==> config.mk <==
export PLATFORM = sky130hd
export DESIGN_NAME = bsp_controller_flat
export DESIGN_NICKNAME = d
export VERILOG_FILES = /design/src/logic/bsp_pkg.sv /design/src/logic/bsp_link_if.sv /design/src/logic/bsp_controller.sv /design/src/flat_wrapper.sv
export VERILOG_INCLUDE_DIRS = /design/src /design/src/logic
export SDC_FILE = /design/constraint.sdc
export NUM_CORES = 1
export LEC_CHECK = 0
export BUFFER_PORTS_ARGS = -buffer_cell sky130_fd_sc_hd__buf_2
export CAP_MARGIN = 5
export CORE_ASPECT_RATIO = 0.8
export CORE_MARGIN = 2
export CORE_UTILIZATION = 49
export DETAILED_ROUTE_END_ITERATION = 8
export PLACE_DENSITY = 0.76
export SLEW_MARGIN = 30
export SYNTH_ARGS = -nofsm -noshare
export SYNTH_HDL_FRONTEND = slang
export SYNTH_SLANG_ARGS = --single-unit
==> constraint.sdc <==
create_clock -name clk -period 5.2 [get_ports clk]
set_input_delay 1.04 -clock clk [delete_from_list [all_inputs] [get_ports clk]]
set_output_delay 1.04 -clock clk [all_outputs]
set_load 0.03 [all_outputs]
==> src/logic/bsp_regs.svh <==
`ifndef BSP_REGS_SVH
`define BSP_REGS_SVH

// Word and lane layout
`define BSP_WORD_W      18
`define BSP_LANE_W      9
`define BSP_LANES       2
`define BSP_BURST       4
`define BSP_ADDR_W      22

// Device token stages, counted in link edges after the start edge
`define BSP_WR_FIRST    1
`define BSP_WR_LAST     4
`define BSP_RD_FIRST    4
`define BSP_RD_LAST     7
`define BSP_RD_STAGES   8
`define BSP_WR_STAGES   5

// Controller write and read sequencing counts
`define BSP_WR_CNT_START 3'h1
`define BSP_WR_CNT_DATA  3'h2
`define BSP_WR_CNT_LAST  3'h5
`define BSP_RD_DRAIN     4'h9

`endif

==> src/logic/bsp_pkg.sv <==
`default_nettype none
`include "bsp_regs.svh"

package bsp_pkg;
    typedef logic [`BSP_WORD_W-1:0] bsp_word_t;
    typedef logic [`BSP_LANES-1:0]  bsp_lane_t;
    typedef enum logic [1:0] {
        CLK_PARKED  = 2'h1,
        CLK_RUNNING = 2'h2
    } bsp_clk_state_e;
endpackage : bsp_pkg

`default_nettype wire

==> src/logic/bsp_link_if.sv <==
`default_nettype none
`include "bsp_regs.svh"

interface bsp_link_if #(parameter int ADDR_W = `BSP_ADDR_W);
    logic                  kP;
    logic                  kN;
    logic                  read_port_select_n;
    logic                  write_port_select_n;
    logic [ADDR_W-1:0]     addr;
    bsp_pkg::bsp_word_t    d;
    bsp_pkg::bsp_lane_t    byte_write_select_n;
    bsp_pkg::bsp_word_t    q;
    logic                  qOe;

    modport dev (
        input  kP, kN, read_port_select_n, write_port_select_n, addr, d,
               byte_write_select_n,
        output q, qOe
    );
    modport ctl (
        output kP, kN, read_port_select_n, write_port_select_n, addr, d,
               byte_write_select_n,
        input  q, qOe
    );
endinterface : bsp_link_if

`default_nettype wire

==> src/logic/bsp_controller.sv <==
`default_nettype none
`include "bsp_regs.svh"

module bsp_controller #(
    parameter int ADDR_W = `BSP_ADDR_W
) (
    // Clock and reset
    input  wire logic                            clk,
    input  wire logic                            resetn,
    // Clock stop request
    input  wire logic                            linkStop,
    output var  logic                            linkParked,
    // Read request
    input  wire logic                            rdReq,
    input  wire logic [ADDR_W-1:0]               rdAddr,
    output var  logic                            rdAck,
    output var  logic [`BSP_BURST*`BSP_WORD_W-1:0] rdData,
    output var  logic                            rdValid,
    // Write request
    input  wire logic                            wrReq,
    input  wire logic [ADDR_W-1:0]               wrAddr,
    input  wire logic [`BSP_BURST*`BSP_WORD_W-1:0] wrData,
    input  wire logic [`BSP_BURST*`BSP_LANES-1:0]  wrBwN,
    output var  logic                            wrAck,
    // Memory link
    bsp_link_if.ctl                              link
);

    if (ADDR_W < 2 || ADDR_W > `BSP_ADDR_W) begin : gCheck
        $error("bsp_controller: ADDR_W out of range");
    end

    localparam int DW = `BSP_BURST * `BSP_WORD_W;
    localparam int BW = `BSP_BURST * `BSP_LANES;

    bsp_pkg::bsp_clk_state_e        clkState_r;
    logic                           kP_r;
    logic                           kN_r;
    logic                           rpsN_r;
    logic                           wpsN_r;
    logic [ADDR_W-1:0]              addr_r;
    bsp_pkg::bsp_word_t             d_r;
    bsp_pkg::bsp_lane_t             bwsN_r;
    logic                           rdPrev_r;
    logic                           wrPrev_r;
    logic [2:0]                     wrCnt_r;
    logic [3:0]                     rdCnt_r;
    logic [DW-1:0]                  wrBuf_r;
    logic [BW-1:0]                  bwBuf_r;
    logic [DW-1:0]                  rdBuf_r;
    logic [1:0]                     rxCnt_r;
    logic                           rdAck_r;
    logic                           wrAck_r;
    logic                           rdValid_r;
    logic                           parked_r;

    logic                           running;
    logic                           kRiseNext;
    logic                           idle;
    logic                           stopNow;
    logic                           doRd;
    logic                           doWr;
    logic                           wrDataPhase;
    logic [1:0]                     wrWordIdx;

    assign running   = (clkState_r == bsp_pkg::CLK_RUNNING);
    assign kRiseNext = running & ~kP_r;
    assign idle      = (wrCnt_r == 3'h0) & (rdCnt_r == 4'h0);
    assign stopNow   = linkStop & idle;

    // RULE4 - never two reads or writes in a row
    // RULE14 - read first when both wanted
    assign doRd = kRiseNext & ~stopNow & rdReq & ~rdPrev_r;
    assign doWr = kRiseNext & ~stopNow & wrReq & ~wrPrev_r & ~doRd
                & (wrCnt_r == 3'h0);

    assign wrDataPhase = (wrCnt_r >= `BSP_WR_CNT_DATA)
                       & (wrCnt_r <= `BSP_WR_CNT_LAST);
    assign wrWordIdx   = 2'(wrCnt_r - `BSP_WR_CNT_DATA);

    // RULE8 - park both clocks high
    always_ff @(posedge clk) begin
        if (!resetn) begin
            clkState_r <= bsp_pkg::CLK_PARKED;
            kP_r       <= 1'b1;
            kN_r       <= 1'b1;
            parked_r   <= 1'b1;
        end else begin
            case (clkState_r)
                bsp_pkg::CLK_PARKED: begin
                    if (!linkStop) begin
                        kP_r       <= 1'b0;
                        parked_r   <= 1'b0;
                        clkState_r <= bsp_pkg::CLK_RUNNING;
                    end
                end
                bsp_pkg::CLK_RUNNING: begin
                    kP_r <= ~kP_r;
                    kN_r <= kP_r | stopNow;
                    if (kRiseNext && stopNow) begin
                        parked_r   <= 1'b1;
                        clkState_r <= bsp_pkg::CLK_PARKED;
                    end
                end
                default: begin
                    clkState_r <= bsp_pkg::CLK_PARKED;
                end
            endcase
        end
    end

    // RULE1 - selects and address at K rise
    always_ff @(posedge clk) begin
        if (!resetn) begin
            rpsN_r   <= 1'b1;
            wpsN_r   <= 1'b1;
            addr_r   <= '0;
            rdPrev_r <= 1'b0;
            wrPrev_r <= 1'b0;
            rdAck_r  <= 1'b0;
            wrAck_r  <= 1'b0;
        end else begin
            rpsN_r  <= ~doRd;
            wpsN_r  <= ~doWr;
            rdAck_r <= doRd;
            wrAck_r <= doWr;
            if (doRd) begin
                addr_r <= rdAddr;
            end else if (doWr) begin
                addr_r <= wrAddr;
            end
            if (kRiseNext) begin
                rdPrev_r <= doRd;
                wrPrev_r <= doWr;
            end
        end
    end

    // RULE13 - per-word lane selects driven
    always_ff @(posedge clk) begin
        if (!resetn) begin
            wrCnt_r <= 3'h0;
            wrBuf_r <= '0;
            bwBuf_r <= '1;
            d_r     <= '0;
            bwsN_r  <= '1;
        end else begin
            if (doWr) begin
                wrCnt_r <= `BSP_WR_CNT_START;
                wrBuf_r <= wrData;
                bwBuf_r <= wrBwN;
            end else if (wrCnt_r == `BSP_WR_CNT_LAST) begin
                wrCnt_r <= 3'h0;
            end else if (wrCnt_r != 3'h0) begin
                wrCnt_r <= wrCnt_r + 3'h1;
            end
            if (wrDataPhase) begin
                d_r    <= wrBuf_r[wrWordIdx*`BSP_WORD_W +: `BSP_WORD_W];
                bwsN_r <= bwBuf_r[wrWordIdx*`BSP_LANES +: `BSP_LANES];
            end else begin
                d_r    <= '0;
                bwsN_r <= '1;
            end
        end
    end

    // RULE2 - collect four words while driven
    always_ff @(posedge clk) begin
        if (!resetn) begin
            rdCnt_r   <= 4'h0;
            rxCnt_r   <= 2'h0;
            rdBuf_r   <= '0;
            rdValid_r <= 1'b0;
        end else begin
            if (doRd) begin
                rdCnt_r <= `BSP_RD_DRAIN;
            end else if (rdCnt_r != 4'h0) begin
                rdCnt_r <= rdCnt_r - 4'h1;
            end
            rdValid_r <= 1'b0;
            if (link.qOe) begin
                rdBuf_r[rxCnt_r*`BSP_WORD_W +: `BSP_WORD_W] <= link.q;
                rxCnt_r <= rxCnt_r + 2'h1;
                if (rxCnt_r == 2'h3) begin
                    rdValid_r <= 1'b1;
                end
            end
        end
    end

    assign link.kP                  = kP_r;
    assign link.kN                  = kN_r;
    assign link.read_port_select_n  = rpsN_r;
    assign link.write_port_select_n = wpsN_r;
    assign link.addr                = addr_r;
    assign link.d                   = d_r;
    assign link.byte_write_select_n = bwsN_r;
    assign rdAck                    = rdAck_r;
    assign wrAck                    = wrAck_r;
    assign rdData                   = rdBuf_r;
    assign rdValid                  = rdValid_r;
    assign linkParked               = parked_r;

endmodule : bsp_controller

`default_nettype wire

==> src/flat_wrapper.sv <==
// flat-port wrapper written by rule: the top's interface ports become plain ports
module bsp_controller_flat 
#(
    parameter int ADDR_W = `BSP_ADDR_W
)
  (clk, resetn, linkStop, linkParked, rdReq, rdAddr, rdAck, rdData, rdValid, wrReq, wrAddr, wrData, wrBwN, wrAck, link_kP, link_kN, link_read_port_select_n, link_write_port_select_n, link_addr, link_d, link_byte_write_select_n, link_q, link_qOe);
  bsp_link_if #(.ADDR_W(ADDR_W)) link_i ();
  input  wire logic clk;
  input  wire logic resetn;
  input  wire logic linkStop;
  output var  logic linkParked;
  input  wire logic rdReq;
  input  wire logic [ADDR_W-1:0] rdAddr;
  output var  logic rdAck;
  output var  logic [`BSP_BURST*`BSP_WORD_W-1:0] rdData;
  output var  logic rdValid;
  input  wire logic wrReq;
  input  wire logic [ADDR_W-1:0] wrAddr;
  input  wire logic [`BSP_BURST*`BSP_WORD_W-1:0] wrData;
  input  wire logic [`BSP_BURST*`BSP_LANES-1:0] wrBwN;
  output var  logic wrAck;
  output wire logic [$bits(link_i.kP)-1:0] link_kP;
  output wire logic [$bits(link_i.kN)-1:0] link_kN;
  output wire logic [$bits(link_i.read_port_select_n)-1:0] link_read_port_select_n;
  output wire logic [$bits(link_i.write_port_select_n)-1:0] link_write_port_select_n;
  output wire logic [$bits(link_i.addr)-1:0] link_addr;
  output wire logic [$bits(link_i.d)-1:0] link_d;
  output wire logic [$bits(link_i.byte_write_select_n)-1:0] link_byte_write_select_n;
  input wire logic [$bits(link_i.q)-1:0] link_q;
  input wire logic [$bits(link_i.qOe)-1:0] link_qOe;
  assign link_kP = link_i.kP;
  assign link_kN = link_i.kN;
  assign link_read_port_select_n = link_i.read_port_select_n;
  assign link_write_port_select_n = link_i.write_port_select_n;
  assign link_addr = link_i.addr;
  assign link_d = link_i.d;
  assign link_byte_write_select_n = link_i.byte_write_select_n;
  assign link_i.q = link_q;
  assign link_i.qOe = link_qOe;
  bsp_controller #(.ADDR_W(ADDR_W)) u_core (.clk(clk), .resetn(resetn), .linkStop(linkStop), .linkParked(linkParked), .rdReq(rdReq), .rdAddr(rdAddr), .rdAck(rdAck), .rdData(rdData), .rdValid(rdValid), .wrReq(wrReq), .wrAddr(wrAddr), .wrData(wrData), .wrBwN(wrBwN), .wrAck(wrAck), .link(link_i));
endmodule
# ---- After elaboration in Yosys (flattened, before gate mapping)
# Index checks and enable logic that the tools add are counted.
dict set report op_classes {
  n_mux 16
  n_shift 4
  n_lt_le_gt_ge 2
  eq_ne 6
  n_mul 2
  reduce_logical 16
  add_sub_neg 5
  bitwise 19
}
# op n
set ops {}
lappend ops {{$bwmux 72} 1}
lappend ops {{$shift 18x34->72 const A} 1}
lappend ops {{$shiftx 18x34->72} 1}
lappend ops {{$shiftx 72x8->18} 1}
lappend ops {{$mux 22} 2}
lappend ops {{$neg 7->34} 1}
lappend ops {{$mul 2x4->6 const B} 2}
lappend ops {{$and 1x1->1} 11}
lappend ops {{$mux 4} 2}
lappend ops {{$reduce_and 2->1} 4}
lappend ops {{$shiftx 8x4->2} 1}
lappend ops {{$not 1->1} 7}
lappend ops {{$mux 1} 6}
lappend ops {{$reduce_bool 2->1} 3}
lappend ops {{$reduce_bool 3->1} 2}
lappend ops {{$eq 2x2->1 const B} 2}
lappend ops {{$logic_not 4->1} 1}
lappend ops {{$mux 2} 2}
lappend ops {{$ne 2x2->1 const B} 2}
lappend ops {{$pmux 1 s2} 2}
lappend ops {{$pmux 2 s2} 1}
lappend ops {{$reduce_bool 4->1} 1}
lappend ops {{$sub 4x1->4 const B} 1}
lappend ops {{$add 3x1->3 const B} 1}
lappend ops {{other kinds (12)} 12}
dict set report word_totals {
  out_inout_bits 122
  regBits 215
  in_bits 148
  word_cells 92
}

# ---- Logic depth before layout (Yosys ltp)
# Gate-level depths: netlist of the first run.
dict set report logic_depth {
  ltp_word 12
  mapped_depth 12
  mapped_depth_nobuf 6
}

# ---- Least setup slack after synthesis of the first run
# Ideal clock, no wire load.
dict set report synth_path {
  path_kind {reg2reg}
  from {register u_core.rxCnt_r[0]}
  to {register u_core.rdBuf_r[22] (netlist: u_core.rdData[22])}
  t_required_ns 5.067
  setup_slack_ns 2.579
  arrival_time_ns 2.488
  setup_time_ns 0.133
  stages_incl_launch_ff 11
  n_path_buf 4
  cell_sequence {dfxtp_1 > buf_2 > buf_4 > buf_2 > inv_1 > ha_1 > buf_2 > mux2_4 > and3b_1 > a2111oi_1 > o21ai_1}
}
dict set report synth_via {
  elab_chain_len 4
  elab_cells_between_ends 5
}
# item line_no
set synth_lines {}
lappend synth_lines {{from (decl)} bsp_controller.sv:51} ;# logic [1:0] rxCnt_r;
lappend synth_lines {{from (signal assigned)} bsp_controller.sv:183} ;# rxCnt_r <= rxCnt_r + 2'h1;
lappend synth_lines {{$mul 2x4->6 (no line) (*)} -}
lappend synth_lines {{$neg 7->34 (*)} bsp_controller.sv:182} ;# rdBuf_r[rxCnt_r*`BSP_WORD_W +: `BSP_WORD_W] <= link.q;
lappend synth_lines {{$shiftx 18x34->72 / $shift 18x34->72 (equally long branches)} bsp_controller.sv:182}
lappend synth_lines {{$bwmux 72 (*)} bsp_controller.sv:182}
lappend synth_lines {{to (signal, indexed assignment)} bsp_controller.sv:182}
lappend synth_lines {{to (decl)} bsp_controller.sv:50} ;# logic [DW-1:0] rdBuf_r;
# Mark *: on every way between the ends. The rest lies on a longest branch, timed or not.
# A chain may end at the register's enable or synchronous reset.

# ---- Worst setup path in the final report of the first run
# Ends and elaborated chain as after synthesis.

==> results of run 1 <==
## layer usage
layer	vias up	wire, µm
li1	4046	-
met1	3923	12100
met2	387	11900
met3	51	2690
met4	4	643
met5	-	27
## power by group
group,internal [µW],total [µW],switching [µW]
Combinational,251,688,437
Clock,966,1610,644
Sequential,1690,1750,66.9
## layout make-up
type,instances,area (µm²)
fillers,1631,7500
multi-input cells,703,4790
flip-flops and latches,215,4310
repair buffers,279,1440
clock buffers,34,657
well taps,258,323
clock inverters,5,75.1
inverters,12,45.0
diodes,2,5.00
## layout by cell type, fill, tap and decap left out, drive strengths merged, types with 12 or more instances in the layout
master	count
dfxtp	215
nand3	18
mux4	20
o21ai	68
nand2	211
a22oi	30
o221a	22
nor2	51
clkbuf	34
mux2i	104
and3	22
buf	279
nor3	12
a21oi	22
inv	12
## sequential cells by signal, indices dropped and copies added (netlist names), 3 cells and up
signal / flops
u_core.wrCnt_r: 3
u_core.wrBuf_r: 72
u_core.bwBuf_r: 8
u_core.rdCnt_r: 4
u_core.link.d: 18
u_core.link.addr: 22
u_core.rdData: 72
## critical path: cells and delay by family, from the launching register on
| family | cells | cell delay [ps] |
|---|---|---|
| simple gates | 2 | 560 |
| flops | 1 | 310 |
| buf+inv | 2 | 650 |
| compound gates | 2 | 870 |
| fa+ha+maj | 1 | 950 |
## final timing paths
path                      from           endpoint  slack [ps]
min          u_core.rdData[63]  u_core.rdData[63]         450
min reg2reg  u_core.rdData[63]  u_core.rdData[63]         450
max          u_core.rxCnt_r[0]  u_core.rdData[22]        1720
max reg2reg  u_core.rxCnt_r[0]  u_core.rdData[22]        1720
## cell families (layout without fill, tap and decap cells)
group,after synthesis,after routing,share of synthesized area
compound gates,191,191,0.140
simple gates,368,368,0.178
flops,215,215,0.447
xor+xnor,4,4,0.00364
fa+ha+maj,11,11,0.0143
buf+inv,95,330,0.0564
other cells,0,2,0
mux,129,129,0.161
## stage by stage
| stage | instances | hold slack, ps |
|---|---|---|
| CTS | 1506 | 449 |
| floorplan | 1013 | 432 |
| detailed placement | 1467 | 438 |
| global placement | 1466 | 435 |
| global route | 1507 | 466 |
| finish | 1508 | 449 |
==> results.ini, run 1 <==
[drt]
avgViaCountPerCell = 5.58
dr.pass1.iters = 5
drt-wirelength-per-cell_um = 18.2
vias = 8411
ant_nets = 0
drt_iter0_markers = 708
wl_um = 27500
drc = 0

[timing]
tns_ps = 0
hold_viol_final = 0
finalClockSkew_ps = 10.0
slew_viol_final = 0
report.final.setup_viol = 0
tightest_slew_ps = 945
rsz0062_at_grt = no
post-route-min-period_ps = 3480
layout_setup_ws_ps = 1720
relSlewSlack = 0.370
fmax_ghz = 0.288
finalCritPeriodShare = 0.669

[place]
dp_hpwl_um = 19300
pre_cts_ws_ps = 1920
place_congestion = 1.02
numPortBuffers = 269
place_area_um2 = 10900

[critical_path]
arrival_ps = 3840
reg2regPathDepth = 7
max_stage_delay_ps = 950
path_class = reg2reg
critPathMaxFanout = 41
startpoint_type = flip-flop
crit_required_ps = 5560
crit_slowest_cell = ha_1
worst_setup_path_end_kind = flip-flop
path_cells = buf_4 -> inv_1 -> ha_1 -> nor2_1 -> and3b_1 -> a2111oi_1 -> o21ai_1

[clocking]
cts_tree = yes
insertion_delay_ps = 500
clk_path_buf_depth = 3
cts_buffers = 22
root_buffer = clkbuf_16
path_clk_slew_ps = 60
htreeDepth = 1
clock_sinks = 215
cts_resized = 0
post_cts_buffers = 0
cts_hold_buf = 0

[pwr]
p_total_uw = 4050
power.density_cell_area_nw_per_um2 = 348
power.leakage_uw = 0.00491
vdd_drop_max_uv = 197

[floorplan]
start_util = 0.503
die_width_um = 161
coreArea_um2 = 19100
dieHeight_um = 129
io_pins = 270
row_count = 45
die_area_um2 = 20800

[global_route]
antenna_found_initial = 3
grt_pass1_wl_um = 42100
grt_pass1_vias = 7774
grt_max_degree = 104
grt_overflow = 0
grt.busiest_layer = met2
grt_use_met2 = 0.389
grt_use_met1 = 0.346
grt_util_all_layers = 0.253
met3_usage = 0.0823

[logic_synthesis]
yosysSeqAreaShare = 0.447
synth_nets = 1172
yosys.area.top_type_share = 0.447
yosys-top-cells-count = dfxtp_1 (215), nand2_1 (211), mux2i_1 (104), nor2_1 (50), clkbuf_1 (43)
synth_edf_count = 0
synth.distinct_cells = 73
synth-seq-cells = 215
synth_area_um2 = 9630
synth-main-ff-cell = dfxtp_1
synth_cells = 1013
synth_warnings = 0
yosys.cell_count.top_type = dfxtp_1
yosysTopAreaCell = dfxtp_1
yosys-top-cells-area = dfxtp_1 (45%), mux2i_1 (11%), nand2_1 (8.2%)
async_flop_share = 0
syn_area_per_cell_um2 = 9.51

[finish]
fin_util = 0.608
nets = 1392
drive_gt1_frac = 0.287
fin_area_um2 = 11600
syn_to_final_growth_pct = 20.9

[outcome]
outcome = completed

[run]
max_cap_violations = 0

[hold_path]
min_path_type = reg2reg
hold-path-cell-count = 2

Note: power is estimated with default switching activity, not from simulation.
==> inputs of run 2 (changes only) <==
Settings changed: CORE_UTILIZATION 49 to 47.
Clock period 5.2 ns to 3.02 ns, I/O delays scaled along.
==> results.ini, run 2 (synthesis results as in run 1) <==
[global_route]
grt_pass1_wl_um = 43600  ; +3.6%
grt_max_degree = 177  ; +70%
antenna_found_initial = 5  ; +2
grt_util_all_layers = 0.250  ; -0.00245
grt_pass1_vias = 8050  ; +3.6%
grt_overflow = 0  ; unchanged

[drt]
drt-wirelength-per-cell_um = 18.5  ; +1.6%
ant_nets = 0  ; unchanged
dr.pass1.iters = 5  ; unchanged
drt_iter0_markers = 738  ; +4.2%
wl_um = 28300  ; +3.1%
avgViaCountPerCell = 5.58  ; about the same
vias = 8545  ; +1.6%
drc = 0  ; unchanged

[finish]
final_cell_mix = buf_2 (268), dfxtp_1 (214), nand2_1 (211)
fin_area_um2 = 11900  ; +2.1%
drive_gt1_frac = 0.298  ; +0.0111
nets = 1405  ; +0.93%
final_common_cell = buf_2
fill_cells = 1683  ; +3.2%
syn_to_final_growth_pct = 23.5

[clocking]
cts_buffers = 23  ; +4.5%
root_buffer = clkbuf_16
post_cts_buffers = 0  ; unchanged
clk_path_buf_depth = 3  ; unchanged
cts_hold_buf = 0  ; unchanged
insertion_delay_ps = 510  ; about the same
path_clk_slew_ps = 60  ; about the same
cts_resized = 0  ; unchanged
clock_sinks = 215  ; unchanged
cts_tree = yes
htreeDepth = 1  ; unchanged

[timing]
finalCritPeriodShare = 0.877  ; +0.208
tightest_slew_ps = 934  ; -11.6 ps
hold_viol_final = 0  ; unchanged
rsz0062_at_grt = no
fmax_ghz = 0.378  ; +31%
report.final.setup_viol = 0  ; unchanged
post-route-min-period_ps = 2650  ; -829 ps
tns_ps = 0  ; unchanged
fin_hold_ws_ps = 335  ; -114 ps
layout_setup_ws_ps = 372  ; -1350 ps
finalClockSkew_ps = 16.0  ; +5.90 ps
slew_viol_final = 0  ; unchanged
relSlewSlack = 0.371  ; +0.00114

[place]
place_congestion = 0.964  ; -5.3%
pre_cts_ws_ps = 537  ; -1390 ps
numPortBuffers = 269  ; unchanged
place_area_um2 = 11000  ; +0.97%
dp_hpwl_um = 20300  ; +5.1%

[critical_path]
reg2regPathDepth = 6  ; -1
arrival_ps = 3010  ; -830 ps
worst_setup_path_end_kind = flip-flop
path_class = reg2reg
crit_required_ps = 3380  ; -2180 ps
r2r_setup_slack_ps = 370  ; -1350 ps
startpoint_type = flip-flop
critPathMaxFanout = 17  ; -59%

[outcome]
outcome = completed

[floorplan]
dieHeight_um = 132  ; +2.0%
io_pins = 270  ; unchanged
die_width_um = 164  ; +2.1%
die_area_um2 = 21700  ; +4.1%
row_count = 46  ; +2.2%
coreArea_um2 = 20000  ; +4.3%
start_util = 0.482  ; -0.0209

[pwr]
p_total_uw = 7430  ; +83%
power.leakage_uw = 0.00503  ; +2.4%
power.density_cell_area_nw_per_um2 = 625  ; +80%
vdd_drop_max_uv = 430  ; +120%

[hold_path]
hold-path-cell-count = 3  ; +1
min_path_type = in2reg

[run]
max_cap_violations = 0  ; unchanged

run 2: per-layer routing:
layer  track usage  up-vias  share of wire
li1              -     4069              -
met1         0.345     4036           0.44
met2         0.385      388           0.44
met3        0.0698       52          0.096
met4        0.0692        0          0.024
met5             0        -              0
run 2: final timing paths:
check / endpoint / start
setup / recovery: u_core.rdData[22] / u_core.rxCnt_r[1]
hold / removal: u_core.wrBuf_r[18] / wrData[18]
setup reg to reg: u_core.rdData[22] / u_core.rxCnt_r[1]
hold reg to reg: u_core.wrBuf_r[25] / u_core.wrBuf_r[25]
run 2: power by group:
part	total [µW]	internal [µW]	switching [µW]
Sequential	2950	2900	44.7
Clock	3180	2020	1160
Combinational	1300	460	842
run 2: layout make-up:
class | instances | area [µm²] | area share
Multi-Input combinational cell | 703 | 4790 | 0.402
Sequential cell | 215 | 4310 | 0.362
Timing Repair Buffer | 291 | 1540 | 0.130
Clock buffer | 30 | 642 | 0.0540
Tap cell | 264 | 330 | 0.0278
Clock inverter | 11 | 228 | 0.0191
Inverter | 12 | 45.0 | 0.00379
Antenna cell | 5 | 12.5 | 0.00105
run 2: per-stage QoR:
step,std cells,util
6_report,1531,0.595
5_1_grt,1528,0.595
4_1_cts,1526,0.595
3_5_place_dp,1485,0.551
3_3_place_gp,1485,0.551
2_1_floorplan,1013,-
run 2: worst max-delay path, cell delays in order (launching register included):
cell and delay [ps]:
dfxtp_1 400, inv_1 110, ha_1 620, nor2_1 230, and3b_1 220, a2111oi_1 770, o21ai_1 170
==> inputs of run 3 (changes only) <==
Settings changed: RECOVER_POWER set to 100.
==> results.ini, run 3 (synthesis results as in run 1) <==
[outcome]
outcome = finished with violations
violations = max-capacitance violations, max-slew violations

[floorplan]
dieHeight_um = 132  ; unchanged
io_pins = 270  ; unchanged
row_count = 46  ; unchanged
coreArea_um2 = 20000  ; unchanged
start_util = 0.482  ; unchanged
die_area_um2 = 21700  ; unchanged
die_width_um = 164  ; unchanged

[critical_path]
arrival_ps = 3080  ; +70 ps
crit_buf_inv = 1  ; unchanged
max_stage_delay_ps = 770  ; about the same
startpoint_type = flip-flop
rr_endpoint = u_core.rdData[22]
path_class = reg2reg
worst_setup_path_end_kind = flip-flop
crit_required_ps = 3380  ; about the same
path_delay_family = compound AO/OA/AOI/OAI gates
crit_slowest_cell = a2111oi_1
r2r-start = u_core.rxCnt_r[1]
reg2regPathDepth = 6  ; unchanged
r2r_setup_slack_ps = 300  ; -70 ps
path_cells = inv_1 -> ha_1 -> nor2_1 -> and3b_1 -> a2111oi_1 -> o21ai_0
critPathMaxFanout = 17  ; unchanged

[hold_path]
holdPathEnd = u_core.wrBuf_r[18]
hold-path-cell-count = 3  ; unchanged
hold_start = wrData[18]
min_path_type = in2reg

[place]
numPortBuffers = 269  ; unchanged
place_congestion = 0.964  ; unchanged
dp_hpwl_um = 20300  ; unchanged

[drt]
drc = 0  ; unchanged
avgViaCountPerCell = 5.57  ; -0.16%
vias = 8531  ; -0.16%
drt_iter0_markers = 744  ; +0.81%
wl_um = 28500  ; +0.85%
ant_nets = 0  ; unchanged
drt-wirelength-per-cell_um = 18.6  ; +0.85%
dr.pass1.iters = 5  ; unchanged

[timing]
finalCritPeriodShare = 0.901  ; +0.0242
report.final.setup_viol = 0  ; unchanged
tns_ps = 0  ; unchanged
tightest_slew_ps = 1540  ; +608 ps
finalClockSkew_ps = 16.3  ; +0.353 ps
slew_viol_final = 24  ; +24
relSlewSlack = -0.0281  ; -0.399
hold_viol_final = 0  ; unchanged
post-route-min-period_ps = 2720  ; +73.0 ps
rsz0062_at_grt = no
fmax_ghz = 0.367  ; -2.7%

[clocking]
htreeDepth = 1  ; unchanged
clock_sinks = 215  ; unchanged
post_cts_buffers = 0  ; unchanged
path_clk_slew_ps = 60  ; about the same
clk_path_buf_depth = 3  ; unchanged
root_buffer = clkbuf_16
cts_tree = yes
cts_resized = 0  ; unchanged
cts_hold_buf = 0  ; unchanged
cts_buffers = 23  ; unchanged
insertion_delay_ps = 510  ; about the same

[global_route]
grt_util_all_layers = 0.250  ; unchanged
grt_pass1_vias = 8050  ; unchanged
grt_overflow = 0  ; unchanged
grt_pass1_wl_um = 43600  ; unchanged
grt_max_degree = 177  ; unchanged
antenna_found_initial = 5  ; unchanged

[finish]
final_common_cell = dfxtp_1
fin_util = 0.585  ; -0.0101
drive_gt1_frac = 0.196  ; -0.102
nets = 1405  ; unchanged
syn_to_final_growth_pct = 21.4
final_cell_mix = dfxtp_1 (214), nand2_1 (211), buf_2 (146)

[pwr]
power.density_cell_area_nw_per_um2 = 633  ; +1.2%
vdd_drop_max_uv = 430  ; about the same
power.leakage_uw = 0.00450  ; -11%

[run]
max_cap_violations = 1  ; +1

==> run 3: worst register-to-register path, cell delays in order (launching register included) <==
cell,delay [ps]
dfxtp_1,390
inv_1,110
ha_1,630
nor2_1,230
and3b_1,220
a2111oi_1,770
o21ai_0,230
==> run 3: worst max path at each step <==
stage                                  from                            endpoint  slack (ps)  cells past startpoint
final                     u_core.rxCnt_r[1]                   u_core.rdData[22]         300                      6
after global routing      u_core.wrCnt_r[1]  u_core.link.byte_write_select_n[1]         150                      5
after CTS                 u_core.rxCnt_r[1]                   u_core.rdData[22]         460                      6
after detailed placement  u_core.rxCnt_r[1]                   u_core.rdData[22]         540                      6
after global placement    u_core.rxCnt_r[1]                   u_core.rdData[23]         580                      7
after floorplan           u_core.rxCnt_r[0]                   u_core.rdData[22]         400                     10
==> run 3: where the power goes <==
group          switching, µW  leakage [µW]  total, µW  internal, µW
clock network           1160      0.000415       3180          2020
logic                    828       0.00234       1260           437
registers               45.7       0.00174       2950          2900
==> run 3: metrics by stage <==
stage          setup WS, ps  hold slack, ps  area (µm²)  cells  total power (µW)
6_report                299             335       11700   1531              7390
5_1_grt                 152             306       11700   1528              7670
4_1_cts                 458             314       11900   1526              7460
3_5_place_dp            537             443       11000   1485              4290
3_3_place_gp            579             436       11000   1485              4280
2_1_floorplan           399             432        9630   1013              3890
==> run 3: routing by layer <==
metal / up-vias / wire, µm / GRT usage
li1: 4080 / - / -
met1: 4012 / 12600 / 0.345
met2: 379 / 12500 / 0.385
met3: 60 / 2590 / 0.0698
met4: 0 / 777 / 0.0692
met5: - / 0 / 0
==> run 3: area by class of cell <==
class	instances	area [µm²]
Multi-Input combinational cell	703	4760
Tap cell	264	330
Antenna cell	5	12.5
Sequential cell	215	4310
Timing Repair Buffer	291	1370
Fill cell	1765	8280
Clock inverter	11	228
Clock buffer	30	642
Inverter	12	45.0
